**src/hw/oma_pkg.sv**
```systemverilog
// Package: constants, types and register map of the operation mode arbiter
package oma_pkg;

	// ****************************************************************
	// Register map (byte addresses, one 32-bit word each)
	// ****************************************************************
	localparam logic [3:0] ADDR_CTRL = 4'h0;
	localparam logic [3:0] ADDR_STATUS = 4'h4;
	localparam logic [3:0] ADDR_SPEED = 4'h8;
	localparam logic [3:0] ADDR_CARRY = 4'hc;

	// Control word fields
	localparam int CTRL_SEL_LSB = 0;
	localparam int CTRL_SEL_W = 4;
	localparam int CTRL_TERM_LSB = 8;
	localparam int CTRL_TERM_W = 3;

	// Status word fields
	localparam int STAT_MODE_LSB = 0;
	localparam int STAT_STOP_BIT = 4;
	localparam int STAT_IL_BIT = 5;
	localparam int STAT_RUN_BIT = 6;
	localparam int STAT_HOLD_BIT = 7;
	localparam int STAT_CARRY_BIT = 8;

	// ****************************************************************
	// Mode selection codes and reset values
	// ****************************************************************
	localparam logic [3:0] SEL_SWITCHOVER = 4'h6;
	localparam logic [3:0] SEL_INTERLOCK = 4'h7;
	localparam logic [3:0] SEL_MAX = 4'h8;
	localparam logic [3:0] SEL_UNUSED = 4'h5;
	localparam logic [3:0] SEL_RESET = 4'h0;
	localparam logic [2:0] TERM_RESET = 3'h0;
	localparam logic [15:0] SPEED_RESET = 16'h0000;

	localparam int SPEED_W = 16;
	localparam int N_TERM = 8;

	// ****************************************************************
	// Types
	// ****************************************************************
	typedef enum logic [2:0] {
		OMA_EXT = 3'b001,
		OMA_PU = 3'b010,
		OMA_LINK = 3'b100
	} oma_mode_t;

	// Direction and speed travel together
	typedef struct packed {
		logic fwd;
		logic rev;
		logic [SPEED_W-1:0] speed;
	} oma_cmd_t;

	// Mode change requests from panel and host, one-cycle pulses
	typedef struct packed {
		logic panel_pu;
		logic panel_ext;
		logic host_link;
		logic host_ext;
	} oma_req_t;

endpackage

```
**src/hw/oma_arbiter.sv**
```systemverilog
// Operation mode arbiter: panel, external and host command source selection
//
// Decided for this implementation: register access over Avalon-MM and the placing of the registers.
`timescale 1ns/10ps
`default_nettype none
module oma_arbiter #(
	parameter int SPEED_W = oma_pkg::SPEED_W,
	parameter int N_TERM = oma_pkg::N_TERM
) (
	input wire logic clk,
	input wire logic rst_b,
	// Avalon-MM slave
	input wire logic [3:0] avs_address,
	input wire logic avs_read,
	input wire logic avs_write,
	input wire logic [31:0] avs_writedata,
	output logic [31:0] avs_readdata,
	output logic avs_waitrequest,
	// Command sources
	input wire oma_pkg::oma_req_t req,
	input wire logic comm_option_present,
	input wire logic [N_TERM-1:0] terminals,
	input wire logic forward_start_input,
	input wire logic reverse_start_input,
	input wire logic [SPEED_W-1:0] ext_speed,
	input wire logic ext_speed_valid,
	input wire logic panel_unit_operation,
	input wire oma_pkg::oma_cmd_t panel_cmd,
	input wire logic host_cmd_valid,
	input wire oma_pkg::oma_cmd_t host_cmd,
	// Drive side
	output logic [2:0] mode,
	output oma_pkg::oma_cmd_t drive_cmd,
	output logic drive_run,
	output logic output_stop
);

	// ****************************************************************
	// Helpers
	// ****************************************************************
	function automatic logic sel_valid(input logic [3:0] s);
		sel_valid = (s <= oma_pkg::SEL_MAX) && (s != oma_pkg::SEL_UNUSED);
	endfunction

	function automatic oma_pkg::oma_cmd_t ext_cmd(input logic f, input logic r, input logic [SPEED_W-1:0] sp);
		ext_cmd.fwd = f & ~r;
		ext_cmd.rev = r & ~f;
		ext_cmd.speed = sp;
	endfunction

	// ****************************************************************
	// Registers and interlock input
	// ****************************************************************
	logic [3:0] mode_select_setting_q;
	logic [2:0] term_sel_q;
	logic il_level;
	logic il_rise;
	logic il_fall;

	oma_term_sel #(
		.N(N_TERM)
	) u_term_sel (
		.clk(clk),
		.rst_b(rst_b),
		.terminals(terminals),
		.sel(term_sel_q),
		.level(il_level),
		.rise(il_rise),
		.fall(il_fall)
	);

	logic il_mode;
	logic sw_mode;
	logic start_any;
	assign il_mode = (mode_select_setting_q == oma_pkg::SEL_INTERLOCK);
	assign sw_mode = (mode_select_setting_q == oma_pkg::SEL_SWITCHOVER);
	assign start_any = forward_start_input | reverse_start_input;

	// ****************************************************************
	// Mode state
	// ****************************************************************
	oma_pkg::oma_mode_t mode_q;
	oma_pkg::oma_mode_t mode_d;
	logic run_q;

	always_comb begin
		mode_d = mode_q;
		if (il_mode) begin
			if (!il_level) begin
				mode_d = oma_pkg::OMA_EXT;
			end else begin
				unique case (mode_q)
					oma_pkg::OMA_EXT: begin
						if (req.panel_pu && !start_any) begin
							mode_d = oma_pkg::OMA_PU;
						end
					end
					oma_pkg::OMA_PU: begin
						if (req.panel_ext) begin
							mode_d = oma_pkg::OMA_EXT;
						end
					end
					oma_pkg::OMA_LINK: begin
						mode_d = oma_pkg::OMA_EXT;
					end
				endcase
			end
		end else if (sw_mode) begin
			unique case (mode_q)
				oma_pkg::OMA_EXT: begin
					if (req.panel_pu) begin
						mode_d = oma_pkg::OMA_PU;
					end else if (req.host_link && comm_option_present) begin
						mode_d = oma_pkg::OMA_LINK;
					end
				end
				oma_pkg::OMA_PU: begin
					if (req.panel_ext) begin
						mode_d = oma_pkg::OMA_EXT;
					end else if (req.host_link && comm_option_present) begin
						mode_d = oma_pkg::OMA_LINK;
					end
				end
				oma_pkg::OMA_LINK: begin
					if (req.host_ext) begin
						mode_d = oma_pkg::OMA_EXT;
					end else if (req.panel_pu) begin
						mode_d = oma_pkg::OMA_PU;
					end
				end
			endcase
		end
	end

	always_ff @(posedge clk or negedge rst_b) begin
		if (!rst_b) begin
			mode_q <= oma_pkg::OMA_EXT;
		end else begin
			mode_q <= mode_d;
		end
	end

	// ****************************************************************
	// Held command and carried speed
	// ****************************************************************
	oma_pkg::oma_cmd_t hold_q;
	logic [SPEED_W-1:0] carry_q;
	logic carry_valid_q;
	oma_pkg::oma_cmd_t ext_now;
	assign ext_now = ext_cmd(forward_start_input, reverse_start_input, ext_speed);

	// While external, track inputs so any later change carries them over
	always_ff @(posedge clk or negedge rst_b) begin
		if (!rst_b) begin
			hold_q <= '0;
		end else if (mode_q == oma_pkg::OMA_EXT) begin
			hold_q.fwd <= ext_now.fwd;
			hold_q.rev <= ext_now.rev;
			hold_q.speed <= carry_valid_q ? carry_q : hold_q.speed;
		end else if (mode_q == oma_pkg::OMA_PU && panel_unit_operation) begin
			hold_q <= panel_cmd;
		end else if (mode_q == oma_pkg::OMA_LINK && host_cmd_valid) begin
			hold_q <= host_cmd;
		end
	end

	// Lost on reset, which is also what power removal looks like here
	always_ff @(posedge clk or negedge rst_b) begin
		if (!rst_b) begin
			carry_q <= oma_pkg::SPEED_RESET;
			carry_valid_q <= 1'b0;
		end else if (mode_q == oma_pkg::OMA_EXT && ext_speed_valid) begin
			carry_q <= ext_speed;
			carry_valid_q <= 1'b1;
		end
	end

	// ****************************************************************
	// Interlock stop and stopped-hold
	// ****************************************************************
	logic stop_hold_q;

	always_ff @(posedge clk or negedge rst_b) begin
		if (!rst_b) begin
			stop_hold_q <= 1'b0;
		end else if (il_mode && il_fall && mode_q == oma_pkg::OMA_PU && !run_q) begin
			stop_hold_q <= 1'b1;
		end else if (!start_any || mode_q != oma_pkg::OMA_EXT) begin
			stop_hold_q <= 1'b0;
		end
	end

	logic stop_d;
	// Interlock on in external blocks output; the level drives it both ways
	assign stop_d = il_mode && il_level && (mode_q == oma_pkg::OMA_EXT);

	always_ff @(posedge clk or negedge rst_b) begin
		if (!rst_b) begin
			output_stop <= 1'b0;
		end else begin
			output_stop <= stop_d;
		end
	end

	// ****************************************************************
	// Command out
	// ****************************************************************
	oma_pkg::oma_cmd_t cmd_d;

	always_comb begin
		unique case (mode_q)
			oma_pkg::OMA_EXT: begin
				cmd_d = ext_now;
			end
			oma_pkg::OMA_PU: begin
				cmd_d = hold_q;
			end
			oma_pkg::OMA_LINK: begin
				cmd_d = hold_q;
			end
			default: begin
				cmd_d = '0;
			end
		endcase
	end

	always_ff @(posedge clk or negedge rst_b) begin
		if (!rst_b) begin
			drive_cmd <= '0;
		end else begin
			drive_cmd <= cmd_d;
		end
	end

	// External run after an interlock fall needs both speed and start
	always_ff @(posedge clk or negedge rst_b) begin
		if (!rst_b) begin
			run_q <= 1'b0;
		end else begin
			run_q <= (cmd_d.fwd | cmd_d.rev) && !stop_d && !stop_hold_q
				&& (mode_q != oma_pkg::OMA_EXT || carry_valid_q || ext_speed_valid);
		end
	end

	assign drive_run = run_q;

	always_ff @(posedge clk or negedge rst_b) begin
		if (!rst_b) begin
			mode <= oma_pkg::OMA_EXT;
		end else begin
			mode <= mode_d;
		end
	end

	// ****************************************************************
	// Avalon-MM slave
	// ****************************************************************
	logic req_any;
	logic take;
	assign req_any = avs_read | avs_write;
	// One wait cycle per access; data is staged while waitrequest is high
	assign take = req_any & ~avs_waitrequest;

	always_ff @(posedge clk or negedge rst_b) begin
		if (!rst_b) begin
			avs_waitrequest <= 1'b1;
		end else begin
			avs_waitrequest <= ~(req_any & avs_waitrequest);
		end
	end

	always_ff @(posedge clk or negedge rst_b) begin
		if (!rst_b) begin
			mode_select_setting_q <= oma_pkg::SEL_RESET;
			term_sel_q <= oma_pkg::TERM_RESET;
		end else if (take && avs_write && avs_address == oma_pkg::ADDR_CTRL) begin
			// Out of range settings are refused as a whole word
			if (sel_valid(avs_writedata[oma_pkg::CTRL_SEL_LSB +: oma_pkg::CTRL_SEL_W])) begin
				mode_select_setting_q <= avs_writedata[oma_pkg::CTRL_SEL_LSB +: oma_pkg::CTRL_SEL_W];
				term_sel_q <= avs_writedata[oma_pkg::CTRL_TERM_LSB +: oma_pkg::CTRL_TERM_W];
			end
		end
	end

	logic [31:0] rd_d;

	always_comb begin
		rd_d = 32'h0000_0000;
		unique case (avs_address)
			oma_pkg::ADDR_CTRL: begin
				rd_d[oma_pkg::CTRL_SEL_LSB +: oma_pkg::CTRL_SEL_W] = mode_select_setting_q;
				rd_d[oma_pkg::CTRL_TERM_LSB +: oma_pkg::CTRL_TERM_W] = term_sel_q;
			end
			oma_pkg::ADDR_STATUS: begin
				rd_d[oma_pkg::STAT_MODE_LSB +: 3] = mode_q;
				rd_d[oma_pkg::STAT_STOP_BIT] = output_stop;
				rd_d[oma_pkg::STAT_IL_BIT] = il_level;
				rd_d[oma_pkg::STAT_RUN_BIT] = run_q;
				rd_d[oma_pkg::STAT_HOLD_BIT] = stop_hold_q;
				rd_d[oma_pkg::STAT_CARRY_BIT] = carry_valid_q;
			end
			oma_pkg::ADDR_SPEED: begin
				rd_d[SPEED_W-1:0] = drive_cmd.speed;
			end
			oma_pkg::ADDR_CARRY: begin
				rd_d[SPEED_W-1:0] = carry_q;
			end
			default: begin
				rd_d = 32'h0000_0000;
			end
		endcase
	end

	always_ff @(posedge clk or negedge rst_b) begin
		if (!rst_b) begin
			avs_readdata <= 32'h0000_0000;
		end else if (avs_read && avs_waitrequest) begin
			avs_readdata <= rd_d;
		end
	end

	logic unused_ok;
	assign unused_ok = il_rise;

endmodule
`default_nettype wire

```
**src/hw/oma_term_sel.sv**
```systemverilog
// Interlock terminal selector with level and edge outputs
`timescale 1ns/10ps
`default_nettype none
module oma_term_sel #(
	parameter int N = 8
) (
	input wire logic clk,
	input wire logic rst_b,
	input wire logic [N-1:0] terminals,
	input wire logic [$clog2(N)-1:0] sel,
	output logic level,
	output logic rise,
	output logic fall
);

	// ****************************************************************
	// Routing and edges
	// ****************************************************************
	logic level_q;
	logic prev_q;

	// Defaults to on so a released reset does not fake a rising edge
	always_ff @(posedge clk or negedge rst_b) begin
		if (!rst_b) begin
			level_q <= 1'b1;
		end else begin
			level_q <= terminals[sel];
		end
	end

	always_ff @(posedge clk or negedge rst_b) begin
		if (!rst_b) begin
			prev_q <= 1'b1;
		end else begin
			prev_q <= level_q;
		end
	end

	assign level = level_q;
	assign rise = level_q & ~prev_q;
	assign fall = ~level_q & prev_q;

endmodule
`default_nettype wire

```
**config.mk**
```make
export PLATFORM = sky130hd
export DESIGN_NAME = oma_arbiter
export DESIGN_NICKNAME = d
export VERILOG_FILES = /design/src/hw/oma_pkg.sv /design/src/hw/oma_arbiter.sv /design/src/hw/oma_term_sel.sv
export SDC_FILE = /design/constraint.sdc
export NUM_CORES = 1
export LEC_CHECK = 0
export CORE_MARGIN = 2
export CORE_UTILIZATION = 50
export DETAILED_ROUTE_END_ITERATION = 10
export DONT_BUFFER_PORTS = 1
export PLACE_DENSITY_LB_ADDON = 0.2
export SLEW_MARGIN = 10
export SYNTH_ARGS = -nofsm -noshare
export SYNTH_HDL_FRONTEND = slang
export SYNTH_SLANG_ARGS = --single-unit
```
**constraint.sdc**
```tcl
create_clock -name clk -period 3.2 [get_ports clk]
set_input_delay 0.16 -clock clk [delete_from_list [all_inputs] [get_ports clk]]
set_output_delay 0.16 -clock clk [all_outputs]
set_load 0.005 [all_outputs]
```
# After elaboration in Yosys (flattened, before gate mapping)
# Cells that the tools add are included.
# Widths: inputs -> output; s select.
dict set report word_totals {
  in_bits 110
  ff_bits 85
  wordCells 106
  out_inout_bits 56
}
dict set report op_classes {
  n_reduce_logical 32
  n_eq_ne 14
  muxes 27
  magnitude_cmp 2
  bitwise 13
}
# op count
set op_table {}
lappend op_table {{$mux 18} 3}
lappend op_table {{$pmux 18 s2} 1}
lappend op_table {{$mux 3} 10}
lappend op_table {{$pmux 3 s3} 2}
lappend op_table {{$logic_and 1x1->1} 17}
lappend op_table {{$mux 16} 1}
lappend op_table {{$eq 4x3->1 const B} 3}
lappend op_table {{$ne 4x4->1 const B} 3}
lappend op_table {{$pmux 3 s4} 1}
lappend op_table {{$pmux 4 s3} 1}
lappend op_table {{$pmux 5 s2} 1}
lappend op_table {{$eq 4x4->1 const B} 2}
lappend op_table {{$pmux 2 s3} 1}
lappend op_table {{$and 1x1->1} 5}
lappend op_table {{$not 1->1} 5}
lappend op_table {{$le 4x4->1 const B} 1}
lappend op_table {{$logic_not 1->1} 4}
lappend op_table {{$logic_not 4->1} 1}
lappend op_table {{$lt 3x4->1 const B} 1}
lappend op_table {{$ne 4x3->1 const B} 1}
lappend op_table {{$pmux 1 s4} 1}
lappend op_table {{$reduce_and 2->1} 2}
lappend op_table {{$reduce_and 4->1} 1}
lappend op_table {{$reduce_bool 2->1} 2}
lappend op_table {{12 further kinds} 18}

# Longest topological paths before layout
# Gate-level depths: netlist (run 1).
dict set report depth {
  ltp_word 7
  depth_mapped 8
  mapped_depth_nobuf 5
}

# By module
# Synthesis (run 1) repeated with hierarchy kept, for this count alone.
dict set report hier_totals {
  hier_cells 361
  hier_area_um2 4339.2
}
# mod area_per_inst_um2 seq_area_each_um2 cells_per_inst n_inst
set modules_own_cells {}
lappend modules_own_cells {oma_arbiter 4210.3 2079.5 354 1}
lappend modules_own_cells {oma_term_sel 128.9 52.6 7 1}

# Worst setup path after synthesis (run 1)
# No wires, ideal clock.
dict set report synth_path {
  path_kind {reg-to-reg}
  start {reg, netlist name mode[0]}
  end {reg carry_q[10]}
  stages_incl_launch_ff 8
  setup_ns 0.125
  arrival_time_ns 1.682
  required_ns 3.075
  synth_period_minus_slack_ns 1.807
  path_slack_ns 1.393
  n_path_buf 3
  path_cell_list {dfstp_2 > buf_4 > nand2b_1 > nor2_1 > and2_1 > buf_2 > buf_4 > mux2_2}
}
# element line_no
set synth_rtl {}
lappend synth_rtl {{to (signal assigned)} oma_arbiter.sv:170} ;# carry_q <= oma_pkg::SPEED_RESET;
lappend synth_rtl {{to (signal assigned)} oma_arbiter.sv:173} ;# carry_q <= ext_speed;
lappend synth_rtl {{to (decl)} oma_arbiter.sv:147} ;# logic [SPEED_W-1:0] carry_q;

==> metrics.txt, run 1 <==
max-slew violations 0; critical path buffer and inverter count 0; leak pwr 2.13 nW; Pre-antenna DRT Iters 4; status complete, no violations; Num CTS Buffers 9; Layout Skew 0.0105 ns; crit start category flop; Clock Latency Late Sink 0.35 ns; Mean Syn Cell Area 10.4 µm²; vias in the first global route 3016; GRT Util Overall 23.3%; CP cell instances nor3b_4, and2_1, nor2_1, a311oi_1, a21o_1; DR vias 3087; Hold Path Sink stop_hold_q$_DFFE_PN0P_; PD cells 638 mW/mm²; Design Power 2.98 mW; Yosys top cell area share 47.9%; Finished Core Util 57.0%; final setup violation count 0; Post-DP HPWL 7190 µm; family with the most delay on the worst path simple AND/OR/NAND/NOR gates; # clock sinks 85; crit share post-route 72.6%; Chip Width 96.0 µm; via density per instance 5.81; Core Box Area 0.00822 mm²; first-pass GRT wire length 15900 µm; Max Used Layer met4; worst r2r src mode[1]$_DFFE_PN0P_; dpl cell area 0.00419 mm²; Post-synth EDFFs 0; CP max FO 19; wire per inst 19.3 µm; Root Buffer Master clkbuf_8; CP arrival 2.61 ns; synthesized cell area 0.00424 mm²; unrepaired setup endpoints after global routing false; # nets final 531; Worst Hold Class primary input to flop; setup slack, reg-to-reg 0.88 ns; slew margin rel. 51.8%; initial antenna violation count 0; Non-Filler Instances 531; ys flop type dfrtp_1; routed wl met3 706 µm; Crit. End Element flop; Cells after DPL 488; WL met1 4490 µm; Die H 96.0 µm; full die area 0.00922 mm²; final hold vios 0; actual slew at the worst max-slew pin 0.723 ns; drt total wl 10300 µm; crit path kind flop to flop; Area Overhead vs Synth 10.5%; clk slew on worst S/H paths 0.09 ns; global route total overflow 0; Async SR Flop Fraction 100%; DR WL met2 4880 µm; slowest CP cell dfrtp_1; 1st-iter DRT viols 109; max_cap viols 0; count leader, synth dfrtp_1; Post-CTS Setup Bufs 0; hold depth 2; RR Endpoint hold_q[17]$_DFFE_PN0P_; Synth Instances 406; H-tree levels 3; Max IR drop VDD 309 µV; Top-Level Pins 166; synth cell count leaders dfrtp_1, nand2_1, o21ai_0, mux2_2, a22o_1; Worst Path Required 3.49 ns; share of cells above drive strength 1 15.7%; largest net degree at the start of global routing 86; synthesized flop and latch total 85; Synth area leader dfrtp_1; Netlist cell types 47; port buffer count 0; Yosys Warn Count 0; GPL Wtd Cong 0.785; Seq/Total Area, Yosys 50.3%; Remaining DRCs 0; Final Cell Area 0.00468 mm²; Fmax achieved 431 MHz; hold path startpoint reverse_start_input; Synth area leaders dfrtp_1, mux2_2, nand2_1; antenna viol nets, final 0; Initial Utilization 51.5%; Fin Setup TNS 0 ns; Inserted Diodes 0; Rows 33; FF-to-FF path depth 5; min cycle time layout 2.32 ns; Crit path largest cell delay 0.64 ns; CTS tree yes; CTS Buffer Depth 2
## where the power goes
group          total (mW)  switching [mW]  internal (mW)
clock               0.758           0.394          0.365
sequential           1.55           0.219           1.34
combinational       0.671           0.341          0.330
total                2.98           0.953           2.03
## stage by stage
step	hold slack [ns]	setup slack (ns)
after floorplan	-0.136	1.39
after global placement	-0.134	0.977
after detailed placement	-0.134	0.863
after CTS	0.00364	0.845
after global routing	0.0257	0.644
final	0.0207	0.878
## state kept, by name, indices dropped and copies added (netlist names)
signal                 count
drive_run                  1
mode                       3
output_stop                1
carry_q                   16
term_sel_q                 3
carry_valid_q              1
u_term_sel.prev_q          1
avs_readdata              16
stop_hold_q                1
u_term_sel.level           1
hold_q                    18
drive_cmd                 18
avs_waitrequest            1
mode_select_setting_q      4
## logic make-up (layout without fill, tap and decap cells)
| family | Yosys count | after routing | synth area share [%] |
|---|---|---|---|
| other | 1 | 16 | 0.0885 |
| and+or+nand+nor | 132 | 132 | 15.0 |
| DFF | 85 | 85 | 50.3 |
| buffers and inverters | 43 | 48 | 6.20 |
| AOI/OAI and AO/OA | 107 | 107 | 16.7 |
| muxes | 37 | 37 | 11.4 |
| xor gates and xnor gates | 1 | 1 | 0.207 |
## final cells by class
cell class                      count  area [µm²]
Fill cell                         724        3540
Inverter                            1        3.75
Timing Repair Buffer               31         318
Clock buffer                        9         124
Sequential cell                    85        2130
Multi-Input combinational cell    293        1900
Clock inverter                      7        73.8
Tap cell                          105         131
## timing repair
action	CTS	global route
endpoints found under the hold margin	125	0
hold buffers	27	0
resized for setup	0	0
## cells in the final DEF, fill, tap and decap left out, types with 6 or more instances in the layout
master / instances
a22oi_1: 8
mux4_2: 6
nor2_1: 16
o21ai_1: 10
a22o_1: 30
conb_1: 16
clkbuf_8: 9
dfrtp_1: 81
dlygate4sd3_1: 26
nand2_1: 71
and3_1: 17
o21ai_0: 42
mux2_2: 31
## routing by layer
metal | vias up | track usage, %
li1 | 1465 | -
met1 | 1505 | 31.5
met2 | 103 | 36.9
met3 | 14 | 5.32
met4 | 0 | 8.21
met5 | - | 0
## worst reg2reg max path, delay by kind of cell (launching register included)
family / cells / cell delay (ns)
AO/OA/AOI/OAI: 2 / 0.43
AND/OR/NAND/NOR: 3 / 1.20
flip-flops: 1 / 0.64
## how the worst max path moves through the flow
stage	endpoint	start	depth (start not counted)	slack, ns
after floorplan	carry_q[10]$_DFFE_PN0P_	mode[0]$_DFFE_PN1P_	7	1.39
after CTS	hold_q[17]$_DFFE_PN0P_	mode[1]$_DFFE_PN0P_	5	0.84
final	hold_q[17]$_DFFE_PN0P_	mode[1]$_DFFE_PN0P_	5	0.88
after global routing	hold_q[17]$_DFFE_PN0P_	mode[1]$_DFFE_PN0P_	5	0.64
after global placement	hold_q[17]$_DFFE_PN0P_	mode[1]$_DFFE_PN0P_	5	0.98
after detailed placement	hold_q[17]$_DFFE_PN0P_	mode[1]$_DFFE_PN0P_	5	0.86
(Power assumes the default switching activity.)
==> inputs of run 2 (changes only) <==
==> constraint.sdc (replaced) <==
create_clock -name clk -period 2.3 [get_ports clk]
set_input_delay 0.115 -clock clk [delete_from_list [all_inputs] [get_ports clk]]
set_output_delay 0.115 -clock clk [all_outputs]
set_load 0.005 [all_outputs]
==> metrics.txt, run 2 (synthesized netlist as in run 1, its figures left out) <==
Area Overhead vs Synth 12.7% (was 10.5%); GRT Util Overall 23.4% (was 23.3%); Chip Width 96.0 µm (unchanged); 1st-iter DRT viols 171 (was 109); Max IR drop VDD 308 µV (was 309 µV); via density per instance 5.82 (was 5.81); first-pass GRT wire length 16000 µm (was 15900 µm); CP max FO 19 (unchanged); GPL Wtd Cong 0.780 (was 0.785); crit start category flop (unchanged); Remaining DRCs 0 (unchanged); Pre-antenna DRT Iters 4 (unchanged); share of cells above drive strength 1 16.4% (was 15.7%); slowest CP cell dfrtp_1 (unchanged); most frequent cells in the layout dfrtp_1, nand2_1, o21ai_0 (unchanged); antenna viol nets, final 0 (unchanged); Layout Skew 0.0136 ns (was 0.0105 ns); termination of the worst setup path hold_q[17]$_DFFE_PN0P_ (unchanged); Int Pwr 2.79 mW (was 2.03 mW); min cycle time layout 1.94 ns (was 2.32 ns); H-tree levels 3 (unchanged); Reg power frac 52.8% (was 52.1%); wire per inst 19.4 µm (was 19.3 µm); CTS Buffer Depth 2 (unchanged); DR WL met2 4950 µm (was 4880 µm); family with the most delay on the worst path simple AND/OR/NAND/NOR gates (unchanged); DR vias 3161 (was 3087); Fin Setup TNS 0 ns (unchanged); final hold vios 0 (unchanged); CP cell instances nor3b_4, and2_1, buf_4, nor2_1, a311oi_1, a21o_1 (was nor3b_4, and2_1, nor2_1, a311oi_1, a21o_1); slew margin rel. 55.2% (was 51.8%); Initial Utilization 51.5% (unchanged); drt total wl 10500 µm (was 10300 µm); Post-DP HPWL 7310 µm (was 7190 µm); global route total overflow 0 (unchanged); Rows 33 (unchanged); DP Worst Slack 0.402 ns (was 0.863 ns); Final Worst Setup Slack 0.357 ns (was 0.878 ns); setup slack, reg-to-reg 0.36 ns (was 0.88 ns); Worst setup startpoint mode[1]$_DFFE_PN0P_ (unchanged); RR Endpoint hold_q[17]$_DFFE_PN0P_ (unchanged); combinational power share 23.8% (was 22.5%); Crit path largest cell delay 0.64 ns (about the same); routed wl met3 848 µm (was 706 µm); crit path kind flop to flop (unchanged); NetSw 1.31 mW (was 953 µW); CP arrival 2.24 ns (was 2.61 ns); Post-CTS Setup Bufs 0 (unchanged); worst r2r src mode[1]$_DFFE_PN0P_ (unchanged); cell depth of the worst setup path 6 (was 5); Root Buffer Master clkbuf_8 (unchanged); final setup violation count 0 (unchanged); Clock Latency Late Sink 0.35 ns (about the same); Crit. End Element flop (unchanged); Num CTS Buffers 9 (unchanged); Clk pwr share 23.4% (was 25.4%); # nets final 544 (was 531); critical path buffer and inverter count 1 (was 0); Max Used Layer met4 (unchanged); status complete, no violations (unchanged); initial antenna violation count 0 (unchanged); crit share post-route 84.5% (was 72.6%); largest net degree at the start of global routing 86 (unchanged); Die H 96.0 µm (unchanged); # clock sinks 85 (unchanged); leak pwr 2.19 nW (was 2.13 nW); Inserted Diodes 0 (unchanged); PD cells 861 mW/mm² (was 638 mW/mm²); FF-to-FF path depth 6 (was 5); Worst Hold Class primary input to flop (unchanged); clk slew on worst S/H paths 0.09 ns (about the same); unrepaired setup endpoints after global routing false (unchanged); CTS tree yes (unchanged); vias in the first global route 3090 (was 3016); max_cap viols 0 (unchanged); max-slew violations 0 (unchanged); WL met1 4520 µm (was 4490 µm); full die area 0.00922 mm² (unchanged); Top-Level Pins 166 (unchanged); sw frac 32.0% (was 31.9%); actual slew at the worst max-slew pin 0.665 ns (was 0.723 ns); largest registers drive_cmd: 18 flops, hold_q: 18 flops (unchanged); commonest non-fill, non-tap cell in the layout dfrtp_1 (unchanged); hold path startpoint forward_start_input (was reverse_start_input); Fmax achieved 515 MHz (was 431 MHz); Fill cells 724 (unchanged); port buffer count 0 (unchanged); Core Box Area 0.00822 mm² (unchanged); Worst Path Required 2.60 ns (was 3.49 ns)
[run 2: area by class of cell]
class | instances | area [µm²] | share of cell area [%]
sequential | 85 | 2130 | 44.7
multi-input combinational | 293 | 1900 | 39.7
inverter | 1 | 3.75 | 0.0787
timing repair buffer | 44 | 433 | 9.07
clock buffer | 11 | 151 | 3.17
clock inverter | 4 | 23.8 | 0.498
tap | 105 | 131 | 2.75
[run 2: repair_timing]
| action | in CTS | in global routing |
|---|---|---|
| hold buffers | 34 | 0 |
| gates resized for setup | 0 | 0 |
| endpoints found under the hold margin | 130 | 0 |
| setup endpoints to repair | 0 | 0 |
[run 2: worst min-delay path by stage]
stage               depth (start not counted)  slack, ns                          end
floorplan                                   0      -0.18  avs_readdata[0]$_DFFE_PN0P_
global placement                            0      -0.18      drive_cmd[17]$_DFF_PN0_
detailed placement                          0      -0.18      drive_cmd[16]$_DFF_PN0_
CTS                                         2      0.004  avs_readdata[6]$_DFFE_PN0P_
global route                                2       0.01      drive_cmd[16]$_DFF_PN0_
finish                                      2       0.01      drive_cmd[16]$_DFF_PN0_
[run 2: power groups by stage]
| stage | clock (mW) | sequential (mW) | combinational, mW |
|---|---|---|---|
| after floorplan | 0 | 2.07 | 0.757 |
| after global routing | 1.05 | 2.22 | 1.09 |
| after global placement | 0 | 2.19 | 0.869 |
| after detailed placement | 0 | 2.21 | 0.890 |
| final | 0.961 | 2.17 | 0.976 |
| after CTS | 0.979 | 2.18 | 0.979 |
[run 2: through the flow]
stage | cells | cell area (µm²) | utilization, % | hold slack, ns | total power [mW]
after global placement | 494 | 4240 | 51.6 | -0.179 | 3.06
after detailed placement | 494 | 4240 | 51.6 | -0.179 | 3.10
after floorplan | 421 | 4290 | - | -0.181 | 2.83
final | 543 | 4770 | 58.1 | 0.0127 | 4.11
after global routing | 543 | 4770 | 58.1 | 0.0117 | 4.36
after CTS | 543 | 4770 | 58.1 | 0.00436 | 4.14
[run 2: layer usage]
metal	vias to the layer above	GRT usage, %
met5	-	0
met4	0	9.17
met3	17	5.79
met2	135	37.8
met1	1528	30.2
li1	1481	-
==> inputs of run 3 (changes only) <==
==> constraint.sdc (replaced) <==
create_clock -name clk -period 1.9 [get_ports clk]
set_input_delay 0.095 -clock clk [delete_from_list [all_inputs] [get_ports clk]]
set_output_delay 0.095 -clock clk [all_outputs]
set_load 0.005 [all_outputs]
==> metrics.txt, run 3 (synthesized netlist as in run 1, its figures left out) <==
status complete, but fails checks (was complete, no violations); failing checks negative hold slack; PD cells 1050 mW/mm² (was 861 mW/mm²); commonest non-fill, non-tap cell in the layout dfrtp_1 (unchanged); Clk pwr share 26.1% (was 23.4%); Int Pwr 3.59 mW (was 2.79 mW); DR vias 3231 (was 3161); CP max FO 38 (was 19); most frequent cells in the layout dfrtp_1, nand2_1, o21ai_0 (unchanged); Hold Slack -0.569 ns (was 0.0127 ns); crit share post-route 96.8% (was 84.5%); min cycle time layout 1.84 ns (was 1.94 ns); Final Worst Setup Slack 0.0602 ns (was 0.357 ns); Reg power frac 50.4% (was 52.8%); CTS Buffer Depth 2 (unchanged); DP Worst Slack 0.0970 ns (was 0.402 ns); combinational power share 23.5% (was 23.8%); Rows 33 (unchanged); Inserted Diodes 0 (unchanged); Chip Width 96.0 µm (unchanged); final setup violation count 0 (unchanged); first-pass GRT wire length 16600 µm (was 16000 µm); Num CTS Buffers 9 (unchanged); Top-Level Pins 166 (unchanged); Post-DP HPWL 7550 µm (was 7310 µm); Worst Hold Class primary input to async pin (was primary input to flop); CTS tree yes (unchanged); largest net degree at the start of global routing 86 (unchanged); Max IR drop VDD 546 µV (was 308 µV); max-slew violations 0 (unchanged); NetSw 1.58 mW (was 1.31 mW); actual slew at the worst max-slew pin 0.518 ns (was 0.665 ns); port buffer count 0 (unchanged); Pre-antenna DRT Iters 6 (was 4); Fill cells 713 (was 724); Die H 96.0 µm (unchanged); Fmax achieved 544 MHz (was 515 MHz); full die area 0.00922 mm² (unchanged); Crit path largest cell delay 0.59 ns (was 0.64 ns); slowest CP cell dfstp_2 (was dfrtp_1); # clock sinks 85 (unchanged); leak pwr 2.24 nW (was 2.19 nW); area of the multi-input gates 0.00191 mm² (was 0.00190 mm²); unrepaired setup endpoints after global routing false (unchanged); clk slew on worst S/H paths 0.09 ns (about the same); final hold vios 85 (was 0); Initial Utilization 51.5% (unchanged); Worst Path Required 2.14 ns (was 2.60 ns); crit path kind flop to flop (unchanged); register area 0.00213 mm² (about the same); crit start category flop (unchanged); H-tree levels 3 (unchanged); sw frac 30.6% (was 32.0%); drt total wl 10700 µm (was 10500 µm); antenna viol nets, final 0 (unchanged); Layout Skew 0.00588 ns (was 0.0136 ns); slew margin rel. 65.2% (was 55.2%); Area Overhead vs Synth 16.0% (was 12.7%); Finished Core Util 59.8% (was 58.1%); vias in the first global route 3144 (was 3090); Crit. End Element flop (unchanged); max_cap viols 0 (unchanged); Clock Latency Late Sink 0.35 ns (about the same); dpl cell area 0.00431 mm² (was 0.00424 mm²); Core Box Area 0.00822 mm² (unchanged); initial antenna violation count 0 (unchanged); # nets final 554 (was 544); GPL Wtd Cong 0.850 (was 0.780); via density per instance 5.83 (was 5.82); global route total overflow 0 (unchanged); CP cell instances or3b_2, buf_4, nor2_1, a311oi_1, a21o_1 (was nor3b_4, and2_1, buf_4, nor2_1, a311oi_1, a21o_1); Final Cell Area 0.00491 mm² (was 0.00477 mm²); Fin Setup TNS 0 ns (unchanged); largest registers drive_cmd: 18 flops, hold_q: 18 flops (unchanged); Remaining DRCs 0 (unchanged); share of cells above drive strength 1 18.3% (was 16.4%); 1st-iter DRT viols 143 (was 171); Root Buffer Master clkbuf_8 (unchanged); CP arrival 2.08 ns (was 2.24 ns); wire per inst 19.3 µm (was 19.4 µm); Hold Buf Count CTS 38 (was 34); Post-CTS Setup Bufs 0 (unchanged); GRT Util Overall 24.2% (was 23.4%)
## run 3: layout make-up
type | instances | area share, %
sequential | 85 | 43.4
multi-input combinational | 293 | 38.8
timing repair buffer | 54 | 10.7
clock buffer | 13 | 3.44
tap | 105 | 2.67
clock inverter | 3 | 0.866
inverter | 1 | 0.0764
## run 3: final timing paths
check | from | to | slack, ns | cells past startpoint
worst max-delay path | mode[0]$_DFFE_PN1P_ | hold_q[16]$_DFFE_PN0P_ | 0.06 | 5
worst min-delay path | rst_b | drive_cmd[16]$_DFF_PN0_ | -0.57 | 0
worst max register to register | mode[0]$_DFFE_PN1P_ | hold_q[16]$_DFFE_PN0P_ | 0.06 | 5
worst min register to register | u_term_sel.level$_DFF_PN1_ | u_term_sel.prev_q$_DFF_PN1_ | 0.44 | 0
max in group asynchronous | rst_b | avs_waitrequest$_DFF_PN1_ | 2.26 | 0
min in group clk | host_cmd[9] | hold_q[9]$_DFFE_PN0P_ | 0.01 | 3
## run 3: per-layer routing
metal,GRT usage (%),wire length (µm),up-vias
met5,0,0,-
met4,8.69,230,0
met3,7.20,815,18
met2,37.9,5020,142
met1,32.0,4640,1569
li1,-,-,1502
## run 3: timing repair
item	CTS	global route
setup endpoints to repair	0	4
endpoints found under the hold margin	141	85
gates resized for setup	0	5
## run 3: stage by stage
stage,cells,total power [mW]
after floorplan,421,3.42
after global placement,500,3.74
after detailed placement,500,3.79
after CTS,554,5.21
after global routing,554,5.49
final,554,5.18
## run 3: power by group through the flow
stage | clock network [mW] | registers, mW | logic, mW
after floorplan | 0 | 2.51 | 0.916
after detailed placement | 0 | 2.65 | 1.13
after global routing | 1.47 | 2.66 | 1.35
final | 1.35 | 2.61 | 1.22
after CTS | 1.38 | 2.62 | 1.21
after global placement | 0 | 2.63 | 1.10
## run 3: worst max-delay path, delay by kind of cell, from the launching register on
kind                   cells  cell delay [ns]
buffers and inverters      1             0.26
AND/OR/NAND/NOR            2             0.63
AO/OA/AOI/OAI              2             0.23
flip-flops                 1             0.59
